**src/fieldbus_publisher_pkg.sv**
```systemverilog
package fieldbus_publisher_pkg;

  // ==========================================================================
  // Time base
  // ==========================================================================
  localparam int CLK_PERIOD_NS = 10;
  localparam int TICK_PERIOD_NS = 1000;
  localparam int TICK_CYCLES = TICK_PERIOD_NS / CLK_PERIOD_NS;
  localparam int DIV_W = 7;
  localparam logic [DIV_W-1:0] DIV_LAST = DIV_W'(TICK_CYCLES - 1);

  // ==========================================================================
  // Latency figures, in milliseconds and in microsecond ticks
  // ==========================================================================
  localparam int LAT_W = 16;
  localparam int BASE_LATENCY_MS = 1;
  localparam int MAX_LATENCY_MS = 30;
  localparam int US_PER_MS = 1000;
  localparam logic [LAT_W-1:0] BASE_LATENCY_US = LAT_W'(BASE_LATENCY_MS * US_PER_MS);
  localparam logic [LAT_W-1:0] MAX_LATENCY_US = LAT_W'(MAX_LATENCY_MS * US_PER_MS);
  localparam logic [LAT_W-1:0] LATENCY_RESET = 16'h03E8;

  // ==========================================================================
  // Sizes
  // ==========================================================================
  localparam int NUM_CALCS = 8;
  localparam int CALC_LAT_W = 12;
  localparam int SUM_W = 18;
  localparam int TIME_W = 32;
  localparam int DEPTH = 16;
  localparam int PTR_W = 4;
  localparam int CNT_W = 5;
  localparam logic [CNT_W-1:0] DEPTH_CNT = 5'h10;

  // ==========================================================================
  // Types
  // ==========================================================================
  typedef enum logic [1:0] {
    SYNC_DC = 2'b01,
    SYNC_SM = 2'b10
  } sync_mode_type;

  typedef enum logic [1:0] {
    ST_WAIT_SYNC = 2'b01,
    ST_RUN = 2'b10
  } run_state_type;

  typedef struct packed {
    logic [TIME_W-1:0] stamp_us;
    logic [7:0] channel;
    logic [63:0] value;
  } result_type;

  typedef struct packed {
    logic [NUM_CALCS-1:0] active;
    logic [NUM_CALCS*CALC_LAT_W-1:0] increase_us;
  } calc_latency_type;

endpackage : fieldbus_publisher_pkg

```
**src/latency_summer.sv**
```systemverilog
`timescale 1ns/1ps
`default_nettype none
module latency_summer (
  input wire logic clock_i,
  input wire logic rst_n_i,
  input wire fieldbus_publisher_pkg::calc_latency_type calc_i,
  output logic [fieldbus_publisher_pkg::SUM_W-1:0] sum_us_o,
  output logic [fieldbus_publisher_pkg::NUM_CALCS-1:0] increased_o
);
  import fieldbus_publisher_pkg::*;

  logic [SUM_W-1:0] part [NUM_CALCS+1];
  logic [NUM_CALCS-1:0] nonzero;
  logic [SUM_W-1:0] sum_d;
  logic [NUM_CALCS-1:0] flags_d;

  assign part[0] = '0;

  // ==========================================================================
  // Per-calculation contribution
  // ==========================================================================
  for (genvar g = 0; g < NUM_CALCS; g++) begin : g_calc
    logic [CALC_LAT_W-1:0] inc;
    assign inc = calc_i.increase_us[g*CALC_LAT_W +: CALC_LAT_W];
    assign nonzero[g] = calc_i.active[g] && (inc != '0);
    assign part[g+1] = part[g] + (calc_i.active[g] ? SUM_W'(inc) : '0);
  end

  always_comb begin
    sum_d = part[NUM_CALCS];
    flags_d = nonzero;
  end

  always_ff @(posedge clock_i) begin
    if (!rst_n_i) begin
      sum_us_o <= '0;
      increased_o <= '0;
    end else begin
      sum_us_o <= sum_d;
      increased_o <= flags_d;
    end
  end
endmodule : latency_summer
`default_nettype wire

```
**src/fieldbus_publisher.sv**
```systemverilog
`timescale 1ns/1ps
`default_nettype none
// Behaviour
// With no extra latency every result is published exactly 1 ms after the instant it stands for.
// Latency is referenced to the Sync0 pulse in distributed-clock mode, else to the sync-manager event.
// The master must run the device synchronised; without a valid mode nothing is published; a result due in the first invalid-mode cycle is still published.
// Each calculation that waits for a zero crossing adds latency and is flagged as doing so.
// System latency is the sum of all per-calculation increases plus a 1 ms base.
// The system latency is readable only; no input can overwrite it.
// All channels are published with the same single system latency.
// An extended latency is capped at 30 ms; a sum plus base above 30 ms is kept as it is, and flagged as capped only if an extension is asked.
// The master polls process data no faster than once per millisecond.
// Results wait in a delay buffer until reference time reaches stamp plus system latency.
module fieldbus_publisher (
  input wire logic clock_i,
  input wire logic rst_n_i,
  input wire fieldbus_publisher_pkg::sync_mode_type sync_mode_i,
  input wire logic sync0_pulse_i,
  input wire logic sm_event_i,
  input wire fieldbus_publisher_pkg::calc_latency_type calc_i,
  input wire logic [fieldbus_publisher_pkg::LAT_W-1:0] extend_us_i,
  input wire logic result_valid_i,
  input wire fieldbus_publisher_pkg::result_type result_i,
  output logic result_ready_o,
  output logic publish_valid_o,
  output fieldbus_publisher_pkg::result_type publish_o,
  output logic [fieldbus_publisher_pkg::LAT_W-1:0] system_latency_o,
  output logic [fieldbus_publisher_pkg::NUM_CALCS-1:0] latency_increased_o,
  output logic latency_capped_o,
  output logic [fieldbus_publisher_pkg::TIME_W-1:0] ref_time_o,
  output logic sync_error_o
);
  import fieldbus_publisher_pkg::*;

  // ==========================================================================
  // Declarations
  // ==========================================================================
  run_state_type state_q, state_d;
  logic [DIV_W-1:0] div_q, div_d;
  logic tick_q, tick_d;
  logic [TIME_W-1:0] now_q, now_d;
  logic [LAT_W-1:0] latency_q, latency_d;
  logic capped_q, capped_d;
  logic sync_err_q, sync_err_d;
  logic [SUM_W-1:0] sum_us;
  logic [SUM_W-1:0] total_us;
  logic [SUM_W-1:0] extended_us;
  logic mode_ok;
  logic sync_evt;
  result_type mem [DEPTH];
  logic [PTR_W-1:0] wr_q, wr_d, rd_q, rd_d;
  logic [CNT_W-1:0] count_q, count_d;
  logic ready_q, ready_d;
  logic pub_valid_q, pub_valid_d;
  result_type pub_q, pub_d;
  logic push, pop;
  logic [TIME_W-1:0] elapsed;

  latency_summer u_sum (
    .clock_i(clock_i),
    .rst_n_i(rst_n_i),
    .calc_i(calc_i),
    .sum_us_o(sum_us),
    .increased_o(latency_increased_o)
  );

  // ==========================================================================
  // Sync reference and microsecond time base
  // ==========================================================================
  always_comb begin
    mode_ok = (sync_mode_i == SYNC_DC) || (sync_mode_i == SYNC_SM);
    sync_evt = (sync_mode_i == SYNC_DC) ? sync0_pulse_i
             : (sync_mode_i == SYNC_SM) ? sm_event_i : 1'b0;
    sync_err_d = !mode_ok;
    state_d = state_q;
    div_d = div_q;
    tick_d = 1'b0;
    now_d = now_q;
    case (state_q)
      ST_WAIT_SYNC: begin
        if (sync_evt) begin
          state_d = ST_RUN;
          div_d = '0;
        end
      end
      ST_RUN: begin
        if (!mode_ok) begin
          state_d = ST_WAIT_SYNC;
        end else if (sync_evt) begin
          // Restarting the divider pins the microsecond grid to the master's event.
          div_d = '0;
        end else if (div_q == DIV_LAST) begin
          div_d = '0;
          tick_d = 1'b1;
        end else begin
          div_d = div_q + 1'b1;
        end
      end
      default: state_d = ST_WAIT_SYNC;
    endcase
    if (tick_q) begin
      now_d = now_q + 1'b1;
    end
  end

  always_ff @(posedge clock_i) begin
    if (!rst_n_i) begin
      state_q <= ST_WAIT_SYNC;
      div_q <= '0;
      tick_q <= 1'b0;
      now_q <= '0;
      sync_err_q <= 1'b0;
    end else begin
      state_q <= state_d;
      div_q <= div_d;
      tick_q <= tick_d;
      now_q <= now_d;
      sync_err_q <= sync_err_d;
    end
  end

  // ==========================================================================
  // System latency
  // ==========================================================================
  always_comb begin
    total_us = sum_us + SUM_W'(BASE_LATENCY_US);
    extended_us = total_us + SUM_W'(extend_us_i);
    capped_d = 1'b0;
    if (extend_us_i == '0 || extended_us <= SUM_W'(MAX_LATENCY_US)) begin
      latency_d = LAT_W'(extended_us);
    end else if (total_us > SUM_W'(MAX_LATENCY_US)) begin
      // Extension never shortens the latency the calculations need.
      latency_d = LAT_W'(total_us);
      capped_d = 1'b1;
    end else begin
      latency_d = MAX_LATENCY_US;
      capped_d = 1'b1;
    end
  end

  // The latency is only ever computed, never loaded from outside.
  always_ff @(posedge clock_i) begin
    if (!rst_n_i) begin
      latency_q <= LATENCY_RESET;
      capped_q <= 1'b0;
    end else begin
      latency_q <= latency_d;
      capped_q <= capped_d;
    end
  end

  // ==========================================================================
  // Delay buffer
  // ==========================================================================
  always_comb begin
    elapsed = now_q - mem[rd_q].stamp_us;
    push = result_valid_i && ready_q;
    // One latency for every channel keeps all published data on one clock instant.
    pop = (state_q == ST_RUN) && (count_q != '0) &&
          (elapsed >= TIME_W'(latency_q));
    wr_d = push ? wr_q + 1'b1 : wr_q;
    rd_d = pop ? rd_q + 1'b1 : rd_q;
    count_d = count_q + CNT_W'(push) - CNT_W'(pop);
    ready_d = (count_d != DEPTH_CNT);
    pub_valid_d = pop;
    pub_d = pop ? mem[rd_q] : pub_q;
  end

  always_ff @(posedge clock_i) begin
    if (push) begin
      mem[wr_q] <= result_i;
    end
  end

  always_ff @(posedge clock_i) begin
    if (!rst_n_i) begin
      wr_q <= '0;
      rd_q <= '0;
      count_q <= '0;
      ready_q <= 1'b0;
      pub_valid_q <= 1'b0;
      pub_q <= '0;
    end else begin
      wr_q <= wr_d;
      rd_q <= rd_d;
      count_q <= count_d;
      ready_q <= ready_d;
      pub_valid_q <= pub_valid_d;
      pub_q <= pub_d;
    end
  end

  assign result_ready_o = ready_q;
  assign publish_valid_o = pub_valid_q;
  assign publish_o = pub_q;
  assign system_latency_o = latency_q;
  assign latency_capped_o = capped_q;
  assign ref_time_o = now_q;
  assign sync_error_o = sync_err_q;
endmodule : fieldbus_publisher
`default_nettype wire

```
**config.mk**
```make
export PLATFORM = sky130hd
export DESIGN_NAME = fieldbus_publisher
export DESIGN_NICKNAME = d
export VERILOG_FILES = /design/src/fieldbus_publisher_pkg.sv /design/src/latency_summer.sv /design/src/fieldbus_publisher.sv
export SDC_FILE = /design/constraint.sdc
export NUM_CORES = 2
export LEC_CHECK = 0
export ABC_CLOCK_PERIOD_IN_PS = 12400
export BUFFER_PORTS_ARGS = -buffer_cell sky130_fd_sc_hd__buf_2
export CAP_MARGIN = 20
export CORE_MARGIN = 3
export CORE_UTILIZATION = 50
export DETAILED_ROUTE_END_ITERATION = 8
export GPL_ROUTABILITY_DRIVEN = 0
export PLACE_DENSITY_LB_ADDON = 0.3
export SKIP_LAST_GASP = 1
export SLEW_MARGIN = 10
export SYNTH_ARGS = -nofsm -noshare
export SYNTH_HDL_FRONTEND = slang
export SYNTH_HIERARCHICAL = 1
export SYNTH_SLANG_ARGS = --single-unit
```
**constraint.sdc**
```tcl
create_clock -name clock_i -period 12.4 [get_ports clock_i]
set_input_delay 1.86 -clock clock_i [delete_from_list [all_inputs] [get_ports clock_i]]
set_output_delay 1.86 -clock clock_i [all_outputs]
set_load 0.005 [all_outputs]
```
=== Word level (Yosys, flattened, before mapping) ===
Memory sizes are Yosys's and may differ from the RTL's. A register that Yosys moved wholly into a read port is not among the register bits.
Index checks and enable logic that the tools add are counted.

* Bits in registers: 205
* RAM bits: 1664
* Input bits: 231
* Output and inout bits: 164
* Word-level logic and storage cells: 103
* Memories: 1

* Add/sub/neg operators: 16
* $lt $le $gt $ge: 3
* Equal/unequal tests: 9
* Multiplexer cells: 26
* Bitwise operators: 3
* Reduce and logical (&&, ||, !) cells: 28

{| class="wikitable"
|+ Memory list
! name !! words !! bits a word !! rd ports !! clocked after Yosys merged registers in !! wr ports !! RTL line !! text
|-
| mem || 16 || 104 || 1 || 1 || 1 || fieldbus_publisher.sv:50 || <nowiki>result_type mem [DEPTH];</nowiki>
|}

{| class="wikitable"
|+ Operator list
! cell !! number
|-
| $add A18 B18 Y18 || 7
|-
| $mux W12 || 8
|-
| $reduce_bool A12 Y1 || 8
|-
| $add A32 B1 Y32 const B || 1
|-
| $ge A32 B16 Y1 || 1
|-
| $mux W16 || 2
|-
| $sub A32 B32 Y32 || 1
|-
| $mux W7 || 4
|-
| $add A18 B10 Y18 const B || 1
|-
| $add A18 B16 Y18 || 1
|-
| $gt A18 B15 Y1 const B || 1
|-
| $le A18 B15 Y1 const B || 1
|-
| $logic_not A16 Y1 || 1
|-
| $pmux W7 S2 || 1
|-
| $logic_and A1 B1 Y1 || 11
|-
| $add A4 B1 Y4 const B || 2
|-
| $mux W4 || 2
|-
| $add A7 B1 Y7 const B || 1
|-
| $eq A7 B7 Y1 const B || 1
|-
| $mux W1 || 6
|-
| $ne A2 B2 Y1 const B || 3
|-
| $add A5 B1 Y5 || 1
|-
| $ne A5 B5 Y1 const B || 1
|-
| $reduce_bool A5 Y1 || 1
|-
| 12 further kinds || 18
|}

=== Longest topological paths before layout ===
* Depth in word-level cells: 8
* Depth in mapped cells: 36
* Gate-level depth less buffers: 31

=== Modules after synthesis ===
The synthesis kept the hierarchy.

{| class="wikitable"
|+ Modules (own cells, without submodules)
! module !! times used !! cells an instance !! area each (sq um) !! seq. area each (sq um)
|-
| fieldbus_publisher || 1 || 3711 || 73088.8 || 53631.4
|-
| latency_summer || 1 || 388 || 3609.7 || 460.4
|}

=== Least setup slack after synthesis ===
Ideal clock, no wire load.

* Path kind: input-to-reg
* From: input port result_valid_i
* To: memory mem[3][0] in the netlist's numbering (enable)
* Library setup time: 694 ps
* Arrival: 9417 ps
* Data required time: 11706 ps
* Path slack: 2289 ps
* Stages on the path: 4
* Path buffers: 1
* Cells stage by stage: and2_1 > clkbuf_1 > nand2_1 > nor3_1

* Cells in the longest elaborated chain, start to end: 3

{| class="wikitable"
|+ RTL lines
! what !! RTL line !! text
|-
| start: declaration || fieldbus_publisher.sv:22 || <nowiki>input wire logic result_valid_i,</nowiki>
|-
| $logic_and A1 B1 Y1 || fieldbus_publisher.sv:157 || <nowiki>push = result_valid_i && ready_q;</nowiki>
|-
| $mux W1 || fieldbus_publisher.sv:170 || <nowiki>if (push) begin</nowiki>
|-
| $mux W1 (not written as such) || fieldbus_publisher.sv:171 || <nowiki>mem[wr_q] <= result_i;</nowiki>
|-
| end: declaration || fieldbus_publisher.sv:50 ||
|}

No other way between the ends.

==> metrics <==
clock-pin slew on the worst setup and hold paths 0.06 ns; Ys Warns 6; RSZ-0062 raised after global routing false; Pwr per Cell Area 164.3 nW/µm²; root buffer cell clkbuf_16; CTS sink cnt 1,870; Tightest Pin Transition 1.059 ns; core box area 152,100 µm²; Met1 Wirelength 77.25 mm; Pins Over Slew Limit 0; Synth cell types 82; CTS tree done; global route overflow 0; highest clock rate 113.3 MHz; #FFs+latches synth 1,870; post-CTS setup buffer count 0; Top FF cell, synth edfxtp_1; most frequent cells in the layout edfxtp_1 (1,664), mux4_2 (519), buf_2 (394), dfxtp_1 (202), a21oi_1 (190); Final Instance Area 87,240 µm²; met3 wire len 16.44 mm; utilization after layout 0.5736; routed length per instance 27.77 µm; Setup crit start kind register; total number of vias 41,180; Rows 143; CP max stage delay 0.74 ns; DP Area 81,070 µm²; vias in the first global route 41,870; Hold-fix buffers, CTS 0; global-route wire length before repair 279.6 mm; HP Class register to register; commonest non-fill, non-tap cell in the layout edfxtp_1; setup TNS 0 ns; crit path DAT 9.56 ns; status complete, no violations; maxcap violations 0; Post-synth ARST share 0; Synth Cell Area 76,700 µm²; Crit-path slowest cell and4_4; DR top layer met5; Die Ht 397.7 µm; clock buffer depth 3; sequential fraction of the synthesis area 0.7053; share of layout cells above drive strength 1 0.2761; CP required 13.14 ns; die area 158,100 µm²; critical path class register to register; largest net degree at the start of global routing 111; maximum VDD drop 0.1259 mV; synthesis-to-layout area growth 13.74%; IO buf count 394; NumNets Final 4,944; Worst Clk Skew 0.05967 ns; Die W 397.7 µm; # DRC 0; Global Route Usage Sum 0.2397; Detailed Route WL 187.4 mm; Final min period 8.825 ns; Setup crit end kind register; Post-synth EDFFs 1,664; initial DRC count 4,241; first-pass iteration count of the detailed router 8; Final setup viols 0; Tcrit/Tclk final 0.7117; CP max FO 54; initial antenna violation count 41; R2R Setup Slk 3.57 ns; cell leakage power 28.55 nW; worst relative slew slack 0.2940; CTS H-tree lvls 4; Tot Pwr 14.33 mW; PostCTS Resize Cnt 0; cell mode on critical path a21oi_1; Post-Syn Instances 4,099; top-level port count 395; DRT antenna net count 0; Vias/cell 6.100; Initial Util 0.5043; DR WL met2 90.26 mm; TritonCTS Buffers 188; Avg Inst Size Synth 18.71 µm²; Final Hold Fails 0; DP HPWL 104.6 mm; Clock Latency Late Sink 0.82 ns
==> kinds of logic after synthesis <==
kind of cell	after synthesis	share of synthesized area
AO/OA/AOI/OAI	496	0.03821
XOR/XNOR	83	0.009478
adder cells (fa/ha/maj)	170	0.03498
buffers and inverters	346	0.01768
flip-flops	1870	0.7053
multiplexers	533	0.1543
other	1	0.00004889
AND/OR/NAND/NOR	600	0.04010
==> critical path: cells and delay by family, from the launching register on <==
kind	cells	cell delay [ns]
AO/OA/AOI/OAI	12	2.54
adder cells (fa/ha/maj)	5	1.50
XOR/XNOR	2	0.29
flip-flops	1	0.65
multiplexers	2	1.19
AND/OR/NAND/NOR	8	1.70
buffers and inverters	3	0.88
==> registers in the layout, indices dropped and copies added (netlist names), 5 cells and up, named ones only <==
name,cells
mem,1664
publish_o,104
ref_time_o,32
system_latency_o,16
u_sum/sum_us_o,15
u_sum/increased_o,8
div_q,7
count_q,5
==> power by group <==
part / total, mW / internal [mW] / switching, mW
Clock: 5.53 / 3.14 / 2.39
Combinational: 1.71 / 0.709 / 0.999
Sequential: 7.09 / 7.02 / 0.0734
==> worst paths after layout <==
kind         cells past startpoint        endpoint     startpoint
max                             32  result_ready_o       register
min                              2   publish_o[38]  publish_o[38]
max reg2reg                     32  result_ready_o       register
min reg2reg                      2   publish_o[38]  publish_o[38]
==> layer usage <==
metal	up-vias	global-route usage
li1	17470	-
met1	21580	0.3491
met2	1796	0.3805
met3	305	0.04767
met4	20	0.05076
met5	-	0
==> synth_stat cells, drive strengths merged, types with 7 or more instances <==
| library cell | number | area share |
|---|---|---|
| buf | 68 | 0.0041 |
| dfxtp | 206 | 0.054 |
| o21ai | 164 | 0.011 |
| fa | 74 | 0.019 |
| nor3 | 24 | 0.0016 |
| edfxtp | 1664 | 0.65 |
| a2111oi | 7 | 0.00088 |
| nand2b | 19 | 0.0015 |
| o21a | 12 | 0.0012 |
| a21o | 16 | 0.0016 |
| inv | 138 | 0.0068 |
| ha | 96 | 0.016 |
| o211ai | 17 | 0.0017 |
| xnor2 | 36 | 0.0041 |
| nor2 | 96 | 0.0047 |
| xor2 | 47 | 0.0054 |
| nand3 | 129 | 0.0084 |
| a31oi | 15 | 0.0012 |
| nor2b | 8 | 0.00065 |
| nand4 | 23 | 0.0019 |
| nor4 | 34 | 0.0028 |
| nand2 | 120 | 0.0059 |
| mux4 | 519 | 0.15 |
| a21oi | 190 | 0.012 |
| clkbuf | 140 | 0.0069 |
| a211oi | 14 | 0.0014 |
| and3 | 20 | 0.0017 |
| and2 | 90 | 0.0073 |
| or3 | 18 | 0.0015 |
| mux2i | 12 | 0.0016 |
==> metrics by stage <==
| step | setup WS, ns | hold WS [ns] | instances |
|---|---|---|---|
| CTS | 3.546 | 0.4743 | 6728 |
| floorplan | 2.289 | 0.4451 | 4101 |
| detailed placement | 3.513 | 0.4662 | 6380 |
| global placement | 3.485 | 0.4592 | 6380 |
| finish | 3.575 | 0.4725 | 6750 |
| global route | 2.835 | 0.4903 | 6733 |
==> area by class of cell <==
class                   count  area [µm²]
fillers                 11290       64840
flip-flops and latches   1870       54110
multi-input cells        1885       21380
clock buffers             242        5029
repair buffers            460        2575
well taps                2030        2540
clock inverters           106        1040
inverters                 138       523.0
diodes                     19       47.55
Power figures use the tool's default switching activity.
